### src/shared/pswc_pkg.sv
// pswc_pkg: register map, field positions, reset values, timing constants
// assumes: 100 MHz system clock, APB with 32-bit data
package pswc_pkg;
    // ==========================================================
    // register indices (printed offsets are not all word aligned)
    localparam logic [7:0] IDX_SLEEP_COMMAND = 8'h12;
    localparam logic [7:0] IDX_SLOW_CLOCK_ENABLE = 8'h2A;
    localparam logic [7:0] IDX_TIME_BASE_SELECT = 8'h2B;
    localparam logic [7:0] IDX_STROBE_GLOBAL_CONTROL = 8'h2C;
    localparam logic [7:0] IDX_PORT_B_STROBE_ENABLE = 8'h2D;
    localparam logic [7:0] IDX_PORT_C_STROBE_ENABLE = 8'h2E;
    localparam logic [7:0] IDX_PORT_D_STROBE_ENABLE = 8'h2F;
    localparam logic [7:0] IDX_WAKE_SOURCE_ENABLE = 8'h30;
    localparam logic [7:0] IDX_WAKE_EVENT_STATUS = 8'h31;
    localparam logic [7:0] IDX_DISPLAY_POWER_CONTROL = 8'h32;
    localparam logic [7:0] IDX_PORT_B_WAKE_MASK = 8'h37;
    localparam logic [7:0] IDX_PORT_C_WAKE_MASK = 8'h38;
    localparam logic [7:0] IDX_PORT_D_WAKE_MASK = 8'h39;
    // ==========================================================
    // command and field layout
    localparam logic [7:0] SLEEP_COMMAND_CONSTANT = 8'hAA;
    localparam int SLOW_CLOCK_SRC_ENABLE_BIT = 7;
    localparam int STRONG_DRIVE_BIT = 4;
    localparam int GREEN_ENABLE_BIT = 4;
    localparam int KEY_WAKE_BIT = 0;
    localparam int SLOW_TICK_WAKE_BIT = 1;
    localparam int FAST_TICK_WAKE_BIT = 3;
    localparam logic [7:0] TIME_BASE_SELECT_MASK = 8'h1F;
    localparam logic [7:0] STROBE_GLOBAL_MASK = 8'h01;
    localparam logic [7:0] PORT_B_MASK = 8'h07;
    localparam logic [7:0] PORT_C_MASK = 8'hFF;
    localparam logic [7:0] PORT_D_MASK = 8'hAF;
    localparam logic [7:0] WAKE_MASK = 8'h0B;
    localparam logic [7:0] DISPLAY_POWER_MASK = 8'h1F;
    localparam logic [7:0] RESET_ZERO = 8'h00;
    localparam logic [7:0] SLOW_CLOCK_ENABLE_RESET = 8'h80;
    // ==========================================================
    // timing
    localparam int CLOCK_HZ = 100000000;
    localparam int WAKE_STALL_CYCLES = 16384;
    localparam int SLOW_SOURCE_HZ = 32768;
    localparam int STRONG_SHORT_SEC = 2;
    localparam int STRONG_LONG_SEC = 4;
    localparam int STROBE_PERIOD_NS = 1000;
    localparam int STROBE_CYCLES = (STROBE_PERIOD_NS * (CLOCK_HZ / 1000000)) / 1000;
    // fast and slow tick dividers in 32 kHz periods
    localparam logic [14:0] DIV_128HZ = 15'd256;
    localparam logic [14:0] DIV_512HZ = 15'd64;
    localparam logic [14:0] DIV_256HZ = 15'd128;
    localparam logic [14:0] DIV_1KHZ = 15'd32;
    localparam logic [14:0] DIV_2HZ = 15'd16384;
    localparam logic [14:0] DIV_8HZ = 15'd4096;
    localparam logic [14:0] DIV_4HZ = 15'd8192;
    localparam logic [14:0] DIV_16HZ = 15'd2048;
    // ==========================================================
    // display modes and power states
    typedef enum logic [1:0] {
        DISP_NORMAL = 2'h0,
        DISP_ALL_ON = 2'h1,
        DISP_ALL_OFF = 2'h2,
        DISP_OFF = 2'h3
    } pswc_disp_type;
    typedef enum logic [4:0] {
        ST_RUN = 5'h01,
        ST_SLEEP = 5'h02,
        ST_HALT = 5'h04,
        ST_GREEN = 5'h08,
        ST_STALL = 5'h10
    } pswc_state_type;
endpackage

### src/logic/pswc_stall_counter.sv
// pswc_stall_counter: counts the post-wake stall on the restarted clock
// assumes: start is a one-cycle pulse; counting only while clock runs
`timescale 1ns/1ps
`default_nettype none
module pswc_stall_counter #(
    parameter int CYCLES = 16384
) (
    // clock and reset
    input wire logic clock,
    input wire logic rst_n,
    // control
    input wire logic start,
    output logic done
);
    import pswc_pkg::*;
    typedef struct packed {
        logic [15:0] cnt;
        logic run;
    } pswc_cnt_type;
    pswc_cnt_type s_r, s_nxt;
    // ==========================================================
    // count the stall, pulse done at completion
    always_comb begin
        s_nxt = s_r;
        if (start) begin
            s_nxt.cnt = 16'h0000;
            s_nxt.run = 1'b1;
        end else if (s_r.run) begin
            if (s_r.cnt == 16'(CYCLES - 1)) begin
                s_nxt.run = 1'b0;
            end
            s_nxt.cnt = s_r.cnt + 16'h0001;
        end
    end
    always_ff @(posedge clock or negedge rst_n) begin
        if (!rst_n) begin
            s_r <= '0;
        end else begin
            s_r <= s_nxt;
        end
    end
    assign done = s_r.run && (s_r.cnt == 16'(CYCLES - 1));
endmodule
`default_nettype wire

### src/logic/pswc_tick_gen.sv
// pswc_tick_gen: 32 kHz time base with fast and slow wake ticks
// assumes: src_tick is a one-cycle enable at 32768 Hz from the oscillator
`timescale 1ns/1ps
`default_nettype none
module pswc_tick_gen (
    // clock and reset
    input wire logic clock,
    input wire logic rst_n,
    // time base
    input wire logic src_tick,
    input wire logic enable,
    input wire logic clear,
    input wire logic [1:0] fast_sel,
    input wire logic [1:0] slow_sel,
    output logic fast_tick,
    output logic slow_tick
);
    import pswc_pkg::*;
    typedef struct packed {
        logic [14:0] cnt;
        logic fast;
        logic slow;
    } pswc_tick_type;
    pswc_tick_type s_r, s_nxt;
    logic [14:0] fast_div, slow_div;
    function automatic logic [14:0] div_mask(input logic [14:0] d);
        div_mask = d - 15'd1;
    endfunction
    // ==========================================================
    // rate decode
    always_comb begin
        case (fast_sel)
            2'h0: fast_div = DIV_128HZ;
            2'h1: fast_div = DIV_512HZ;
            2'h2: fast_div = DIV_256HZ;
            default: fast_div = DIV_1KHZ;
        endcase
        case (slow_sel)
            2'h0: slow_div = DIV_2HZ;
            2'h1: slow_div = DIV_8HZ;
            2'h2: slow_div = DIV_4HZ;
            default: slow_div = DIV_16HZ;
        endcase
    end
    // counter, ticks at mask rollover
    always_comb begin
        s_nxt = s_r;
        s_nxt.fast = 1'b0;
        s_nxt.slow = 1'b0;
        if (clear || !enable) begin
            s_nxt.cnt = 15'h0000;
        end else if (src_tick) begin
            s_nxt.cnt = s_r.cnt + 15'h0001;
            s_nxt.fast = (s_r.cnt & div_mask(fast_div)) == div_mask(fast_div);
            s_nxt.slow = (s_r.cnt & div_mask(slow_div)) == div_mask(slow_div);
        end
    end
    always_ff @(posedge clock or negedge rst_n) begin
        if (!rst_n) begin
            s_r <= '0;
        end else begin
            s_r <= s_nxt;
        end
    end
    assign fast_tick = s_r.fast;
    assign slow_tick = s_r.slow;
endmodule
`default_nettype wire

### src/logic/pswc_power_ctrl.sv
// pswc_power_ctrl: sleep, halt and green mode control with key and tick wake
// assumes: APB master; key pads and strobe point are synchronous inputs
//
// Summary of operation
// - command AAh sleeps, other value resets
// - sleep stops all clocks and generator
// - sleep disables LOW_VOLTAGE_RESET, holds RAM, pins
// - enabled key pin change wakes device
// - stall CPU 16384 cycles after wake
// - halt/green keep 32k and LCD running
// - green bit selects green or halt
// - 32k enable default on, read clears
// - display mode field decode, reset 00
// - flags set on event, cleared by enable
// - fast tick select 128/512/256/1k Hz
// - slow tick select 2/8/4/16 Hz
// - strong drive 2 s or 4 s
// - strobe sampling of keys at strobe points
// - per-pin strobe enables, reset zero
//
// Our own choice: the APB register port.
`timescale 1ns/1ps
`default_nettype none
module pswc_power_ctrl (
    // clock and reset
    input wire logic clock,
    input wire logic rst_n,
    // apb slave
    input wire logic psel,
    input wire logic penable,
    input wire logic pwrite,
    input wire logic [11:0] paddr,
    input wire logic [31:0] pwdata,
    output logic [31:0] prdata,
    output logic pready,
    output logic pslverr,
    // key pads and time base
    input wire logic [2:0] port_b_in,
    input wire logic [7:0] port_c_in,
    input wire logic [7:0] port_d_in,
    input wire logic strobe_point,
    input wire logic slow_src_tick,
    // power outputs
    output logic sys_clock_run,
    output logic clock_gen_run,
    output logic slow_clock_run,
    output logic display_driver_on,
    output logic display_green,
    output logic [1:0] display_mode_field,
    output logic [1:0] display_bias_field,
    output logic low_voltage_reset_enable,
    output logic io_hold,
    output logic cpu_stall,
    output logic system_reset_req,
    output logic strong_drive_long
);
    import pswc_pkg::*;
    typedef struct packed {
        pswc_state_type st;
        logic [7:0] slow_en;
        logic [7:0] tbs;
        logic [7:0] strobe_g;
        logic [7:0] strobe_b;
        logic [7:0] strobe_c;
        logic [7:0] strobe_d;
        logic [7:0] wake_en;
        logic [7:0] wake_flag;
        logic [7:0] disp;
        logic [7:0] wk_b;
        logic [7:0] wk_c;
        logic [7:0] wk_d;
        logic [18:0] key_last;
        logic [31:0] rdata;
        logic rst_req;
    } pswc_state_reg_type;
    pswc_state_reg_type s_r, s_nxt;
    logic wr_acc, rd_acc, stall_start, stall_done, fast_tick, slow_tick, tick_clear;
    logic [18:0] key_now, key_mask, strobe_mask, key_change;
    logic key_event, is_sleeping;
    // ==========================================================
    // bus decode
    function automatic logic [7:0] reg_index(input logic [11:0] a);
        reg_index = a[9:2];
    endfunction
    function automatic logic is_mapped(input logic [7:0] i);
        case (i)
            IDX_SLEEP_COMMAND, IDX_SLOW_CLOCK_ENABLE, IDX_TIME_BASE_SELECT,
            IDX_STROBE_GLOBAL_CONTROL, IDX_PORT_B_STROBE_ENABLE, IDX_PORT_C_STROBE_ENABLE,
            IDX_PORT_D_STROBE_ENABLE, IDX_WAKE_SOURCE_ENABLE, IDX_WAKE_EVENT_STATUS,
            IDX_DISPLAY_POWER_CONTROL, IDX_PORT_B_WAKE_MASK, IDX_PORT_C_WAKE_MASK,
            IDX_PORT_D_WAKE_MASK: is_mapped = 1'b1;
            default: is_mapped = 1'b0;
        endcase
    endfunction
    // single cycle access phase; unmapped or misaligned gives pslverr
    assign wr_acc = psel && penable && pwrite;
    assign rd_acc = psel && penable && !pwrite;
    assign pready = 1'b1;
    assign pslverr = psel && penable && (!is_mapped(reg_index(paddr)) || (paddr[1:0] != 2'h0) ||
                     (paddr[11:10] != 2'h0));
    // ==========================================================
    // key sampling and strobe gating
    assign key_now = {port_d_in, port_c_in, port_b_in};
    assign key_mask = {s_r.wk_d & PORT_D_MASK, s_r.wk_c, s_r.wk_b[2:0]};
    assign strobe_mask = {s_r.strobe_d, s_r.strobe_c, s_r.strobe_b[2:0]};
    // strobed pins are only looked at on a strobe point
    genvar gi;
    generate
        for (gi = 0; gi < 19; gi++) begin : g_key
            assign key_change[gi] = key_mask[gi] && (key_now[gi] != s_r.key_last[gi]) &&
                                    (!s_r.strobe_g[0] || !strobe_mask[gi] || strobe_point);
        end
    endgenerate
    assign key_event = (|key_change) && s_r.wake_en[KEY_WAKE_BIT];
    assign is_sleeping = (s_r.st == ST_SLEEP) || (s_r.st == ST_HALT) || (s_r.st == ST_GREEN);
    assign tick_clear = rd_acc && (reg_index(paddr) == IDX_SLOW_CLOCK_ENABLE);
    // ==========================================================
    // next state
    always_comb begin
        s_nxt = s_r;
        s_nxt.rst_req = 1'b0;
        stall_start = 1'b0;
        // key reference tracks pins only when sampled
        for (int i = 0; i < 19; i++) begin
            if (!s_r.strobe_g[0] || !strobe_mask[i] || strobe_point) begin
                s_nxt.key_last[i] = key_now[i];
            end
        end
        // register writes
        if (wr_acc && !pslverr) begin
            case (reg_index(paddr))
                IDX_SLEEP_COMMAND: begin
                    if (pwdata[7:0] == SLEEP_COMMAND_CONSTANT) begin
                        if (s_r.disp[1:0] != DISP_OFF) begin
                            s_nxt.st = s_r.disp[GREEN_ENABLE_BIT] ? ST_GREEN : ST_HALT;
                        end else begin
                            s_nxt.st = ST_SLEEP;
                        end
                    end else begin
                        s_nxt.rst_req = 1'b1;
                    end
                end
                IDX_SLOW_CLOCK_ENABLE: s_nxt.slow_en = pwdata[7:0] & SLOW_CLOCK_ENABLE_RESET;
                IDX_TIME_BASE_SELECT: s_nxt.tbs = pwdata[7:0] & TIME_BASE_SELECT_MASK;
                IDX_STROBE_GLOBAL_CONTROL: s_nxt.strobe_g = pwdata[7:0] & STROBE_GLOBAL_MASK;
                IDX_PORT_B_STROBE_ENABLE: s_nxt.strobe_b = pwdata[7:0] & PORT_B_MASK;
                IDX_PORT_C_STROBE_ENABLE: s_nxt.strobe_c = pwdata[7:0] & PORT_C_MASK;
                IDX_PORT_D_STROBE_ENABLE: s_nxt.strobe_d = pwdata[7:0] & PORT_D_MASK;
                IDX_WAKE_SOURCE_ENABLE: s_nxt.wake_en = pwdata[7:0] & WAKE_MASK;
                IDX_DISPLAY_POWER_CONTROL: s_nxt.disp = pwdata[7:0] & DISPLAY_POWER_MASK;
                IDX_PORT_B_WAKE_MASK: s_nxt.wk_b = pwdata[7:0] & PORT_B_MASK;
                IDX_PORT_C_WAKE_MASK: s_nxt.wk_c = pwdata[7:0] & PORT_C_MASK;
                IDX_PORT_D_WAKE_MASK: s_nxt.wk_d = pwdata[7:0] & PORT_D_MASK;
                default: s_nxt.rst_req = s_nxt.rst_req;
            endcase
        end
        // flags clear with their enable, events win over the clear
        s_nxt.wake_flag = s_r.wake_flag & s_nxt.wake_en;
        if (key_event) begin
            s_nxt.wake_flag[KEY_WAKE_BIT] = 1'b1;
        end
        if (slow_tick && s_r.wake_en[SLOW_TICK_WAKE_BIT]) begin
            s_nxt.wake_flag[SLOW_TICK_WAKE_BIT] = 1'b1;
        end
        if (fast_tick && s_r.wake_en[FAST_TICK_WAKE_BIT]) begin
            s_nxt.wake_flag[FAST_TICK_WAKE_BIT] = 1'b1;
        end
        // power state sequence
        case (s_r.st)
            ST_RUN: s_nxt.st = s_nxt.st;
            ST_SLEEP, ST_HALT, ST_GREEN: begin
                if (key_event || (slow_tick && s_r.wake_en[SLOW_TICK_WAKE_BIT]) ||
                    (fast_tick && s_r.wake_en[FAST_TICK_WAKE_BIT])) begin
                    s_nxt.st = ST_STALL;
                    stall_start = 1'b1;
                end
            end
            ST_STALL: begin
                if (stall_done) begin
                    s_nxt.st = ST_RUN;
                end
            end
            default: s_nxt.st = ST_RUN;
        endcase
        // read data latched on the setup edge so it stands through the access phase
        if (psel && !penable && !pwrite) begin
            case (reg_index(paddr))
                IDX_SLOW_CLOCK_ENABLE: s_nxt.rdata = {24'h000000, s_r.slow_en};
                IDX_TIME_BASE_SELECT: s_nxt.rdata = {24'h000000, s_r.tbs};
                IDX_STROBE_GLOBAL_CONTROL: s_nxt.rdata = {24'h000000, s_r.strobe_g};
                IDX_PORT_B_STROBE_ENABLE: s_nxt.rdata = {24'h000000, s_r.strobe_b};
                IDX_PORT_C_STROBE_ENABLE: s_nxt.rdata = {24'h000000, s_r.strobe_c};
                IDX_PORT_D_STROBE_ENABLE: s_nxt.rdata = {24'h000000, s_r.strobe_d};
                IDX_WAKE_SOURCE_ENABLE: s_nxt.rdata = {24'h000000, s_r.wake_en};
                IDX_WAKE_EVENT_STATUS: s_nxt.rdata = {24'h000000, s_r.wake_flag};
                IDX_DISPLAY_POWER_CONTROL: s_nxt.rdata = {24'h000000, s_r.disp};
                IDX_PORT_B_WAKE_MASK: s_nxt.rdata = {24'h000000, s_r.wk_b};
                IDX_PORT_C_WAKE_MASK: s_nxt.rdata = {24'h000000, s_r.wk_c};
                IDX_PORT_D_WAKE_MASK: s_nxt.rdata = {24'h000000, s_r.wk_d};
                default: s_nxt.rdata = 32'h00000000;
            endcase
        end
    end
    // ==========================================================
    // state register
    always_ff @(posedge clock or negedge rst_n) begin
        if (!rst_n) begin
            s_r <= '0;
            s_r.st <= ST_RUN;
            s_r.slow_en <= SLOW_CLOCK_ENABLE_RESET;
            s_r.tbs <= RESET_ZERO;
            s_r.disp <= RESET_ZERO;
        end else begin
            s_r <= s_nxt;
        end
    end
    // ==========================================================
    // sub blocks
    pswc_tick_gen u_tick (
        .clock(clock),
        .rst_n(rst_n),
        .src_tick(slow_src_tick),
        .enable(s_r.slow_en[SLOW_CLOCK_SRC_ENABLE_BIT] && (s_r.st != ST_SLEEP)),
        .clear(tick_clear),
        .fast_sel(s_r.tbs[1:0]),
        .slow_sel(s_r.tbs[3:2]),
        .fast_tick(fast_tick),
        .slow_tick(slow_tick)
    );
    pswc_stall_counter #(.CYCLES(WAKE_STALL_CYCLES)) u_stall (
        .clock(clock),
        .rst_n(rst_n),
        .start(stall_start),
        .done(stall_done)
    );
    // ==========================================================
    // outputs
    assign prdata = s_r.rdata;
    assign system_reset_req = s_r.rst_req;
    assign sys_clock_run = !is_sleeping;
    assign clock_gen_run = (s_r.st != ST_SLEEP);
    assign slow_clock_run = s_r.slow_en[SLOW_CLOCK_SRC_ENABLE_BIT] && (s_r.st != ST_SLEEP);
    assign display_driver_on = (s_r.st != ST_SLEEP) && (s_r.disp[1:0] != DISP_OFF);
    assign display_green = (s_r.st == ST_GREEN);
    assign display_mode_field = s_r.disp[1:0];
    assign display_bias_field = s_r.disp[3:2];
    assign low_voltage_reset_enable = !is_sleeping;
    assign io_hold = is_sleeping;
    assign cpu_stall = is_sleeping || (s_r.st == ST_STALL);
    assign strong_drive_long = s_r.tbs[STRONG_DRIVE_BIT];
    // ==========================================================
    // checks
    chk_cmd_sleep: assert property (@(posedge clock) disable iff (!rst_n)
        (s_r.st == ST_RUN && wr_acc && !pslverr && reg_index(paddr) == IDX_SLEEP_COMMAND &&
         pwdata[7:0] == SLEEP_COMMAND_CONSTANT) |=> is_sleeping)
        else $error("sleep command did not sleep");
    chk_cmd_reset: assert property (@(posedge clock) disable iff (!rst_n)
        (wr_acc && !pslverr && reg_index(paddr) == IDX_SLEEP_COMMAND &&
         pwdata[7:0] != SLEEP_COMMAND_CONSTANT) |=> system_reset_req)
        else $error("bad sleep value gave no reset");
    chk_clock_stop: assert property (@(posedge clock) disable iff (!rst_n)
        (s_r.st == ST_SLEEP) |-> (!sys_clock_run && !clock_gen_run && !slow_clock_run))
        else $error("clock running in sleep");
    chk_lvr_off: assert property (@(posedge clock) disable iff (!rst_n)
        is_sleeping |-> (!low_voltage_reset_enable && io_hold))
        else $error("lvr or io not held in sleep");
    chk_stall_len: assert property (@(posedge clock) disable iff (!rst_n)
        $rose(s_r.st == ST_STALL) |-> cpu_stall [*8])
        else $error("stall released early");
    chk_stall_end: assert property (@(posedge clock) disable iff (!rst_n)
        (s_r.st == ST_STALL && stall_done) |=> !cpu_stall)
        else $error("stall not released");
    chk_flag_clear: assert property (@(posedge clock) disable iff (!rst_n)
        (!s_r.wake_en[KEY_WAKE_BIT] && !$past(key_event)) |-> !s_r.wake_flag[KEY_WAKE_BIT])
        else $error("key flag set without enable");
    chk_halt_lcd: assert property (@(posedge clock) disable iff (!rst_n)
        (s_r.st == ST_HALT || s_r.st == ST_GREEN) |-> display_driver_on)
        else $error("lcd off in halt or green");
    chk_strobe_gate: assert property (@(posedge clock) disable iff (!rst_n)
        (s_r.strobe_g[0] && !strobe_point) |-> ((key_change & strobe_mask) == 19'h00000))
        else $error("strobed key seen off strobe point");
    chk_tick_wake: assert property (@(posedge clock) disable iff (!rst_n)
        (s_r.st == ST_HALT && fast_tick && s_r.wake_en[FAST_TICK_WAKE_BIT]) |=> (s_r.st == ST_STALL))
        else $error("fast tick did not wake halt");
    cov_strobe_wake: cover property (@(posedge clock) key_event && s_r.strobe_g[0]);
    cov_sleep: cover property (@(posedge clock) s_r.st == ST_SLEEP);
    cov_green: cover property (@(posedge clock) s_r.st == ST_GREEN);
    cov_wake: cover property (@(posedge clock) $fell(s_r.st == ST_STALL));
endmodule
`default_nettype wire

### config.mk
export PLATFORM = sky130hd
export DESIGN_NAME = pswc_power_ctrl
export DESIGN_NICKNAME = d
export VERILOG_FILES = /design/src/shared/pswc_pkg.sv /design/src/logic/pswc_stall_counter.sv /design/src/logic/pswc_tick_gen.sv /design/src/logic/pswc_power_ctrl.sv
export SDC_FILE = /design/constraint.sdc
export NUM_CORES = 1
export LEC_CHECK = 0
export BUFFER_PORTS_ARGS = -buffer_cell sky130_fd_sc_hd__buf_2
export CAP_MARGIN = 0
export CORE_MARGIN = 5
export CORE_UTILIZATION = 51
export CTS_CLUSTER_DIAMETER = 120
export CTS_CLUSTER_SIZE = 40
export DETAILED_ROUTE_END_ITERATION = 8
export GPL_TIMING_DRIVEN = 1
export PLACE_DENSITY = 0.77
export REMOVE_ABC_BUFFERS = 1
export SYNTH_ARGS = -nofsm -noshare
export SYNTH_HDL_FRONTEND = slang
export SYNTH_SLANG_ARGS = --single-unit
### constraint.sdc
create_clock -name clock -period 1.85 [get_ports clock]
set_input_delay 0.37 -clock clock [delete_from_list [all_inputs] [get_ports clock]]
set_output_delay 0.37 -clock clock [all_outputs]
set_load 0.05 [all_outputs]
==> results of run 1 <==
==> timing repair <==
action,in CTS,in global routing
setup endpoints to repair,47,58
gates cloned,2,0
pin swaps,30,16
hold buffers,1,0
resized for setup,56,46
buffers inserted,27,7
endpoints found under the hold margin,31,0
==> sequential cells by signal, summed over array words and instances (netlist names), 2 cells and up <==
signal / flops
display_mode_field: 2
display_bias_field: 2
u_tick.s_r: 15
s_r: 62
key_mask: 17
u_stall.s_r: 17
prdata: 8
==> cell usage in the layout, fill, tap and decap left out, drive strengths merged, types with 3 or more instances in the layout <==
| master | n |
|---|---|
| a21oi | 24 |
| nand2b | 4 |
| inv | 10 |
| nand3 | 25 |
| conb | 25 |
| o21ai | 10 |
| and2 | 10 |
| nor3b | 3 |
| ha | 3 |
| clkbuf | 18 |
| mux2 | 74 |
| nor2 | 64 |
| nand2 | 39 |
| a22oi | 5 |
| nor3 | 6 |
| a22o | 3 |
| nand3b | 19 |
| and4 | 3 |
| buf | 201 |
| a41oi | 3 |
| a31oi | 3 |
| xnor2 | 10 |
| mux2i | 15 |
| nor2b | 8 |
| o22ai | 7 |
| o2111ai | 3 |
| nand4 | 15 |
| clkinv | 9 |
| dfrtp | 125 |
| xor2 | 36 |
| or3 | 3 |
| and3 | 13 |
==> layout make-up <==
| cell class | instances | area [µm²] | area share [%] |
|---|---|---|---|
| flip-flops and latches | 127 | 3189 | 34.83 |
| multi-input cells | 468 | 3612 | 39.45 |
| well taps | 176 | 220.2 | 2.405 |
| clock inverters | 15 | 161.4 | 1.763 |
| repair buffers | 203 | 1523 | 16.63 |
| clock buffers | 17 | 425.4 | 4.645 |
| inverters | 7 | 26.28 | 0.2869 |
==> logic make-up after synthesis <==
family | count (synthesis) | synth area share (%)
adder cells (fa/ha/maj) | 3 | 0.5495
AND/OR/NAND/NOR | 224 | 17.77
multiplexers | 90 | 14.73
buffers and inverters | 69 | 6.246
other | 2 | 0.1099
flip-flops | 127 | 46.56
XOR/XNOR | 46 | 5.897
AO/OA/AOI/OAI | 80 | 8.151
==> worst max path at each step <==
stage | from | to | slack [ps] | cells after the start
after global routing | s_r[151]$_DFF_PN0_ | io_hold | -430 | 4
after detailed placement | strobe_point | u_stall.s_r[12]$_DFFE_PN0P_ | -520 | 9
after CTS | s_r[151]$_DFF_PN0_ | io_hold | -270 | 4
after floorplan | s_r[149]$_DFF_PN0_ | s_r[149]$_DFF_PN0_ | -1770 | 5
after global placement | paddr[9] | key_mask[12]$_DFFE_PN0P_ | -400 | 7
final | s_r[151]$_DFF_PN0_ | io_hold | -390 | 4
==> report_power, final <==
| group | internal [mW] | total (mW) | switching (mW) |
|---|---|---|---|
| Sequential | 2.82 | 2.85 | 0.0250 |
| Combinational | 0.191 | 0.638 | 0.446 |
| Clock | 2.00 | 3.31 | 1.32 |
| Total | 5.01 | 6.80 | 1.79 |
==> cells in the mapped netlist (3+ instances only) <==
library cell | count | share of area [%]
and3_1 | 13 | 1.2
o2111ai_1 | 3 | 0.38
nor2_1 | 64 | 3.5
a41oi_1 | 3 | 0.38
a22oi_1 | 5 | 0.55
xnor2_1 | 10 | 1.3
and2_1 | 9 | 0.82
o21ai_0 | 10 | 0.73
a21oi_1 | 24 | 1.8
a22o_1 | 3 | 0.38
a31oi_1 | 3 | 0.27
nand2_1 | 38 | 2.1
o22ai_1 | 7 | 0.64
nor3_1 | 6 | 0.44
nand3_1 | 25 | 1.8
nand2b_1 | 4 | 0.37
mux2i_1 | 15 | 2.2
buf_4 | 40 | 4.4
nand4_1 | 13 | 1.2
buf_2 | 8 | 0.59
mux2_2 | 73 | 12
ha_1 | 3 | 0.55
and4_1 | 3 | 0.38
inv_1 | 7 | 0.38
nor2b_1 | 8 | 0.73
clkbuf_1 | 11 | 0.60
or3_1 | 3 | 0.27
dfrtp_1 | 125 | 46
xor2_1 | 36 | 4.6
nand3b_1 | 19 | 2.1
==> layer usage <==
layer,vias up,routed length [µm]
met5,-,0
met4,0,673
met3,66,1384
met2,261,10010
met1,2940,8223
li1,2598,-
==> results.sh, run 1 <==
export IMPL_vias_per_cell=5.790
export IMPL_place_ws_ps=-515.8
export IMPL_fin_worst_skew_ps=13.57
export IMPL_syn_area_mm2=0.006832
export IMPL_yosys_warnings=0
export IMPL_grt_pass1_vias=6041
export IMPL_final_min_clock_period_ps=2235
export IMPL_synth_edff_count=0
export IMPL_drive_gt1_share_pct=44.56
export IMPL_hold_path_depth=2
export IMPL_setup_tns_ps=-6610
export IMPL_period_share_pct=120.8
export IMPL_cts_sinks=127
export IMPL_critical_path_slowest_cell="o211ai_1"
export IMPL_rsz0062_at_grt="yes"
export IMPL_reg2reg_from="s_r[152]$_DFF_PN0_"
export IMPL_postSynthAreaPerCell_um2=10.66
export IMPL_place_area_mm2=0.007944
export IMPL_ys_dominant_reg_cell="dfrtp_1"
export IMPL_io_buffers=66
export IMPL_use_met1_pct=32.61
export IMPL_stdcell_area_mm2=0.009158
export IMPL_clk_latency_ps=420
export IMPL_diodes=0
export IMPL_root_buffer="clkbuf_16"
export IMPL_start_util_pct=51.79
export IMPL_rows=42
export IMPL_timing_rr_end="u_stall.s_r[8]$_DFFE_PN0P_"
export IMPL_worstSetupPathType="register to primary output"
export IMPL_r2r_slack_ps=-250
export IMPL_hold_start="port_d_in[0]"
export IMPL_fillers=890
export IMPL_power_density_mw_per_mm2=742.2
export IMPL_area_growth_pct=34.05
export IMPL_ios=118
export IMPL_wl_per_cell_um=20.03
export IMPL_cp_top_family="compound AO/OA/AOI/OAI gates"
export IMPL_synth_seq_area_share_pct=46.56
export IMPL_use_met2_pct=42.76
export IMPL_core_area_mm2=0.01319
export IMPL_hold_viol=0
export IMPL_postLayoutCoreUtil_pct=69.43
export IMPL_grt_util_all_layers_pct=25.35
export IMPL_drt_pass1_iter_count=5
export IMPL_routed_wl_um=20290
export IMPL_leakagePower_nw=4.276
export IMPL_cts_buffer_depth=2
export IMPL_required_ps=1480
export IMPL_crit_chain="xor2_1, o211ai_1, inv_1, buf_6"
export IMPL_hpwl_um=13300
export IMPL_cpPeakStageDelay_ps=470
export IMPL_path_max_fanout=6
export IMPL_setup_violations=30
export IMPL_violations="setup timing"
export IMPL_final_net_count=897
export IMPL_die_area_mm2=0.01581
export IMPL_cts_htree_levels=4
export IMPL_r2r_cells=6
export IMPL_outcome="finished with violations"
export IMPL_power_mw=6.797
export IMPL_worstSetupStartpointType="register"
export IMPL_synth_cell_types=69
export IMPL_finalMaxSlewViolations=0
export IMPL_dp_cells=952
export IMPL_grt_first_pass_wirelength_um=32040
export IMPL_ys_ff_latch=127
export IMPL_vias=5865
export IMPL_grt_ovfl_total=0
export IMPL_setup_ws_ps=-385.3
export IMPL_busiest_layer="met2"
export IMPL_cp_arrival_ps=1870
export IMPL_hold_path_class="input pin to register"
export IMPL_whs_endpoint="s_r[44]$_DFFE_PN0N_"
export IMPL_die_w_um=125.7
export IMPL_ir_drop_mv=0.6720
export IMPL_cp_end_kind="primary output"
export IMPL_drc_errors=0
export IMPL_ant_nets=0
export IMPL_final_cell_count_no_fill=1013
export IMPL_antenna_found_initial=0
export IMPL_grt_max_degree=36
export IMPL_cts_clk_slew_worst_paths_ps=70
export IMPL_grt_use_met3_pct=5.334
export IMPL_cts_tree="done"
export IMPL_max_freq_mhz=447.4
export IMPL_cp_num_buf_inv=2
export IMPL_whs_ps=205.9
export IMPL_tightestPinTransition_ps=640.1
export IMPL_die_h_um=125.7
export IMPL_max_slew_margin_pct=56.79
export IMPL_synthArstFlopShare_pct=100.0
export IMPL_max_cap_viol_count=0
export IMPL_synthCells=641
export IMPL_gp_congestion=0.9666
export IMPL_numCtsBuffers=17
export IMPL_drt_iter0_drc=543
Power figures use the tool's default switching activity.
==> inputs of run 2 (changes only) <==
--- a/config.mk
+++ b/config.mk
@@ -5,15 +5,15 @@
 export SDC_FILE = /design/constraint.sdc
 export NUM_CORES = 1
 export LEC_CHECK = 0
-export BUFFER_PORTS_ARGS = -buffer_cell sky130_fd_sc_hd__buf_2
 export CAP_MARGIN = 0
 export CORE_MARGIN = 5
-export CORE_UTILIZATION = 51
+export CORE_UTILIZATION = 58
 export CTS_CLUSTER_DIAMETER = 120
 export CTS_CLUSTER_SIZE = 40
 export DETAILED_ROUTE_END_ITERATION = 8
+export DONT_BUFFER_PORTS = 1
 export GPL_TIMING_DRIVEN = 1
-export PLACE_DENSITY = 0.77
+export PLACE_DENSITY = 0.76
 export REMOVE_ABC_BUFFERS = 1
 export SYNTH_ARGS = -nofsm -noshare
 export SYNTH_HDL_FRONTEND = slang
==> run 2 against run 1 <==
  * The run ends with hold timing, setup timing left
  * Final cell count is 13% lower
  * Setup slack better by 250 ps
  * Worst hold slack worse by 560 ps
  * Via count is 8.9% lower
  * Critical path type unchanged
  * Critical endpoint unchanged
==> results.sh, run 2 (synthesis results as in run 1) <==
export IMPL_cts_htree_levels=4
export IMPL_grt_util_all_layers_pct=25.87
export IMPL_final_common_cell="dfrtp_1"
export IMPL_hold_viol=127
export IMPL_power_density_mw_per_mm2=789.3
export IMPL_cp_num_buf_inv=3
export IMPL_cp_arrival_ps=1610
export IMPL_path_max_fanout=5
export IMPL_vias=5342
export IMPL_drt_pass1_iter_count=5
export IMPL_r2r_cells=8
export IMPL_rsz0062_at_grt="yes"
export IMPL_numCtsBuffers=17
export IMPL_pwr_share_comb_pct=4.1
export IMPL_grt_first_pass_wirelength_um=29080
export IMPL_final_min_clock_period_ps=1981
export IMPL_crit_chain="nor2_4, o211ai_1, buf_4, inv_2, buf_6"
export IMPL_largest_reg_flops=62
export IMPL_violations="hold timing, setup timing"
export IMPL_ant_nets=0
export IMPL_wl_per_cell_um=21.01
export IMPL_setup_violations=30
export IMPL_gp_congestion=0.8669
export IMPL_p_int_mw=5.045
export IMPL_seq_power_share_pct=44.1
export IMPL_fin_worst_skew_ps=8.525
export IMPL_critical_path_slowest_cell="dfrtp_1"
export IMPL_reg2reg_from="s_r[124]$_DFFE_PN0P_"
export IMPL_tightestPinTransition_ps=513.7
export IMPL_area_growth_pct=23.53
export IMPL_die_w_um=118.5
export IMPL_final_cell_mix="dfrtp_1, buf_4, mux2_2"
export IMPL_multi_input_area_mm2=0.003577
export IMPL_crit_start="s_r[152]$_DFF_PN0_"
export IMPL_place_area_mm2=0.007368
export IMPL_diodes=0
export IMPL_outcome="finished with violations"
export IMPL_setup_ws_ps=-131.4
export IMPL_cts_sinks=127
export IMPL_worstSetupPathType="register to primary output"
export IMPL_die_area_mm2=0.01405
export IMPL_grt_pass1_vias=5524
export IMPL_cts_tree="done"
export IMPL_core_area_mm2=0.01147
export IMPL_postLayoutCoreUtil_pct=73.60
export IMPL_cp_top_family="flip-flops"
export IMPL_root_buffer="clkbuf_16"
export IMPL_cts_buffer_depth=2
export IMPL_swShare_pct=24.26
export IMPL_max_cap_viol_count=0
export IMPL_drc_errors=0
export IMPL_required_ps=1480
export IMPL_antenna_found_initial=0
export IMPL_final_cell_count_no_fill=879
export IMPL_dp_cells=830
export IMPL_drt_iter0_drc=498
export IMPL_ios=118
export IMPL_fillers=739
export IMPL_drive_gt1_share_pct=36.01
export IMPL_finalMaxSlewViolations=0
export IMPL_max_slew_margin_pct=65.68
export IMPL_final_net_count=796
export IMPL_routed_wl_um=18470
export IMPL_max_freq_mhz=504.7
export IMPL_start_util_pct=59.57
export IMPL_switching_power_mw=1.616
export IMPL_period_share_pct=107.1
export IMPL_die_h_um=118.5
export IMPL_ir_drop_mv=0.6299
export IMPL_register_area_mm2=0.003184
export IMPL_io_buffers=0
export IMPL_cp_num_cells=5
export IMPL_whs_ps=-354.7
export IMPL_worstSetupStartpointType="register"
export IMPL_cts_clk_slew_worst_paths_ps=60
export IMPL_clock_power_share_pct=51.7
export IMPL_grt_max_degree=128
export IMPL_vias_per_cell=6.077
export IMPL_clk_latency_ps=420
export IMPL_stdcell_area_mm2=0.008439
export IMPL_hold_path_class="input pin to asynchronous set/reset pin"
export IMPL_leakagePower_nw=3.819
export IMPL_top_register="s_r"
export IMPL_grt_ovfl_total=0
export IMPL_power_mw=6.661
export IMPL_rows=39
export IMPL_cp_end_kind="primary output"
export IMPL_hpwl_um=12060
export IMPL_cpPeakStageDelay_ps=450
run 2: cell count changes in the layout (fill, tap and decap cells not counted), sizes merged:
| cell | before | now |
|---|---|---|
| buf | 201 | 102 |
| inv | 10 | 9 |
| bufinv | 2 | 3 |
| clkbuf | 18 | 17 |
| clkinvlp | 1 | 5 |
| dlygate4sd3 | 1 | 0 |
| clkinv | 9 | 5 |
run 2: final timing paths:
| path | to | slack, ps |
|---|---|---|
| setup reg to reg | u_stall.s_r[10]$_DFFE_PN0P_ | -110 |
| min in group clock | system_reset_req$_DFF_PN0_ | 20 |
| hold / removal | s_r[89]$_DFF_PN0_ | -350 |
| hold reg to reg | s_r[97]$_DFF_PN0_ | 510 |
| max in group asynchronous | s_r[147]$_DFFE_PN1P_ | 2000 |
| setup / recovery | io_hold | -130 |
run 2: cell type report:
type                       count  area share, %
inverter                       7         0.3113
clock buffer                  17          5.041
multi-input combinational    468          42.39
timing repair buffer         102          10.17
clock inverter                15          2.239
tap                          143          2.120
sequential                   127          37.73
run 2: stage by stage:
stage / TNS (ps) / setup WS [ps]
6_report: -2441 / -131.4
4_1_cts: -2031 / -109.8
5_1_grt: -4806 / -213.5
2_1_floorplan: -53120 / -1771
3_3_place_gp: -14520 / -369.2
3_5_place_dp: -19210 / -384.1
run 2: routing by layer:
metal  track usage [%]  vias to the layer above  routed length [µm]
li1                  -                     2380                   -
met1             33.04                     2673                7368
met2             41.50                      232                8890
met3             8.071                       57                1534
met4             9.639                        0                 677
met5                 0                        -                   0
run 2: repair_timing:
action                                  in CTS  in global routing
pin swaps                                   26                 22
endpoints found under the hold margin      127                127
gates cloned                                 1                  0
endpoints found under the setup margin      29                 32
setup buffers                               13                  5
gates resized for setup                     42                 39
run 2: worst reg2reg max path, stage by stage (launching register included):
cell	delay (ps)
dfrtp_2	380
buf_6	140
nand3b_1	120
nand3_1	90
nand4_1	230
nor4_4	410
a311oi_4	220
buf_6	220
nor2_4	90
run 2: power by group through the flow:
stage | registers [mW] | logic, mW | clock network [mW]
finish | 2.94 | 0.275 | 3.45
global placement | 2.98 | 0.259 | 0
CTS | 2.94 | 0.268 | 3.48
detailed placement | 2.99 | 0.265 | 0
floorplan | 2.98 | 0.227 | 0
global route | 2.94 | 0.295 | 3.62
==> inputs of run 3 (changes only) <==
--- a/config.mk
+++ b/config.mk
@@ -6,6 +6,7 @@
 export NUM_CORES = 1
 export LEC_CHECK = 0
 export CAP_MARGIN = 0
+export CORE_ASPECT_RATIO = 0.5
 export CORE_MARGIN = 5
 export CORE_UTILIZATION = 58
 export CTS_CLUSTER_DIAMETER = 120
==> run 3 against run 2 <==
  * The run still ends with hold timing, setup timing left
  * Core utilization decreased by 1.5 points
  * Highest routed layer unchanged
  * Final area decreased by 0.40%
  * Power grew 0.21%
  * Global-route usage is 0.58 points higher
  * Critical path depth unchanged
  * Register-to-register slack got worse by 50 ps
  * Routed wire length grew 1.6%
  * Die area grew 0.93%
  * Combinational power is 4% higher
  * Worst hold slack better by 2.1 ps
==> results.sh, run 3 (synthesis results as in run 1) <==
export IMPL_outcome="finished with violations"
export IMPL_violations="hold timing, setup timing"
export IMPL_wl_per_cell_um=20.65
export IMPL_drt_pass1_iter_count=7
export IMPL_rsz0062_at_grt="yes"
export IMPL_hold_path_class="input pin to asynchronous set/reset pin"
export IMPL_vias_per_cell=5.950
export IMPL_io_buffers=0
export IMPL_final_min_clock_period_ps=2040
export IMPL_fin_worst_skew_ps=11.39
export IMPL_hpwl_um=12240
export IMPL_numCtsBuffers=17
export IMPL_worstSetupPathType="register to primary output"
export IMPL_setup_violations=30
export IMPL_leakagePower_nw=3.830
export IMPL_tightestPinTransition_ps=531.8
export IMPL_r2r_slack_ps=-160
export IMPL_worstSetupStartpointType="register"
export IMPL_ir_drop_mv=0.4962
export IMPL_final_cell_mix="dfrtp_1, buf_4, mux2_2"
export IMPL_reg2reg_from="s_r[45]$_DFFE_PN0N_"
export IMPL_grt_ovfl_total=0
export IMPL_required_ps=1480
export IMPL_grt_pass1_vias=5344
export IMPL_drt_iter0_drc=704
export IMPL_start_util_pct=58.56
export IMPL_ant_nets=0
export IMPL_r2r_cells=7
export IMPL_period_share_pct=110.3
export IMPL_cts_clk_slew_worst_paths_ps=60
export IMPL_routed_wl_um=18770
export IMPL_dp_cells=864
export IMPL_top_register="s_r"
export IMPL_power_density_mw_per_mm2=794.2
export IMPL_area_growth_pct=23.04
export IMPL_core_area_mm2=0.01167
export IMPL_grt_first_pass_wirelength_um=28370
export IMPL_largest_reg_flops=62
export IMPL_drc_errors=0
export IMPL_root_buffer="clkbuf_16"
export IMPL_drive_gt1_share_pct=34.95
export IMPL_grt_max_degree=128
export IMPL_cts_buffer_depth=2
export IMPL_rows=28
export IMPL_hold_viol=127
export IMPL_max_slew_margin_pct=64.54
export IMPL_cp_arrival_ps=1670
export IMPL_finalMaxSlewViolations=0
export IMPL_die_h_um=86.74
export IMPL_place_ws_ps=-335.5
export IMPL_die_w_um=163.5
export IMPL_final_common_cell="dfrtp_1"
export IMPL_path_max_fanout=6
export IMPL_final_cell_count_no_fill=909
export IMPL_ios=118
export IMPL_clk_latency_ps=430
export IMPL_antenna_found_initial=0
export IMPL_timing_rr_end="u_stall.s_r[4]$_DFFE_PN0P_"
export IMPL_max_freq_mhz=490.1
export IMPL_gp_congestion=0.8857
export IMPL_cts_htree_levels=4
export IMPL_setup_ws_ps=-190.4
export IMPL_max_cap_viol_count=0
export IMPL_postLayoutCoreUtil_pct=72.05
export IMPL_vias=5409
export IMPL_grt_util_all_layers_pct=26.45
export IMPL_diodes=0
export IMPL_final_net_count=804
export IMPL_die_area_mm2=0.01418
export IMPL_cp_end_kind="primary output"
export IMPL_cts_sinks=127
export IMPL_whs_ps=-352.6
export IMPL_cts_tree="done"
==> run 3: cell types whose count changed in the layout (fill, tap and decap cells not counted), sizes merged <==
cell,change
inv,-1
clkinv,+2
clkinvlp,-2
buf,+8
clkbuf,+1
==> run 3: worst max path at each step <==
stage,start,end,slack (ps),cells after the start
2_1_floorplan,s_r[149]$_DFF_PN0_,s_r[149]$_DFF_PN0_,-1770,5
3_3_place_gp,paddr[9],key_mask[16]$_DFFE_PN0P_,-270,6
3_5_place_dp,paddr[9],key_mask[13]$_DFFE_PN0P_,-340,6
4_1_cts,s_r[151]$_DFF_PN0_,io_hold,-210,5
5_1_grt,s_r[151]$_DFF_PN0_,io_hold,-260,5
6_report,s_r[151]$_DFF_PN0_,io_hold,-190,5
==> run 3: worst max-delay path, cell delays in order, from the launching register on <==
cell and delay, ps:
dfrtp_2 450, xor2_1 180, o211ai_1 230, buf_4 190
inv_2 60, buf_6 150
==> run 3: metrics by stage <==
stage | power (mW) | hold slack, ps | area [µm²] | TNS [ps]
6_report | 6.675 | -352.6 | 8406 | -3342
5_1_grt | 6.851 | -374.6 | 8406 | -5801
4_1_cts | 6.661 | -362.1 | 8274 | -2161
3_5_place_dp | 3.263 | 78.47 | 7516 | -20360
3_3_place_gp | 3.255 | 79.61 | 7516 | -16650
2_1_floorplan | 3.207 | 74.41 | 6518 | -53120
==> run 3: repair_timing <==
action                                 in CTS  in global routing
pin swaps                                  19                 15
buffers inserted                            8                  5
endpoints found under the hold margin     127                127
resized for setup                          21                 24
setup endpoints to repair                  28                 32
==> run 3: cell type report <==
| cell class | instances | area [µm²] |
|---|---|---|
| Clock buffer | 18 | 429.2 |
| Clock inverter | 14 | 167.7 |
| Fill cell | 765 | 3261 |
| Inverter | 7 | 26.28 |
| Multi-Input combinational cell | 468 | 3486 |
| Sequential cell | 127 | 3184 |
| Tap cell | 165 | 206.4 |
| Timing Repair Buffer | 110 | 905.9 |
==> run 3: where the power goes <==
part	internal [mW]	switching, mW
Clock	2.12	1.33
Sequential	2.82	0.123
Combinational	0.0965	0.190
Total	5.03	1.64
==> run 3: routing by layer <==
metal	GRT usage, %	share of wire (%)
met2	42.82	47
met4	8.676	2.5
met1	33.51	40
met5	0	0
met3	9.596	10
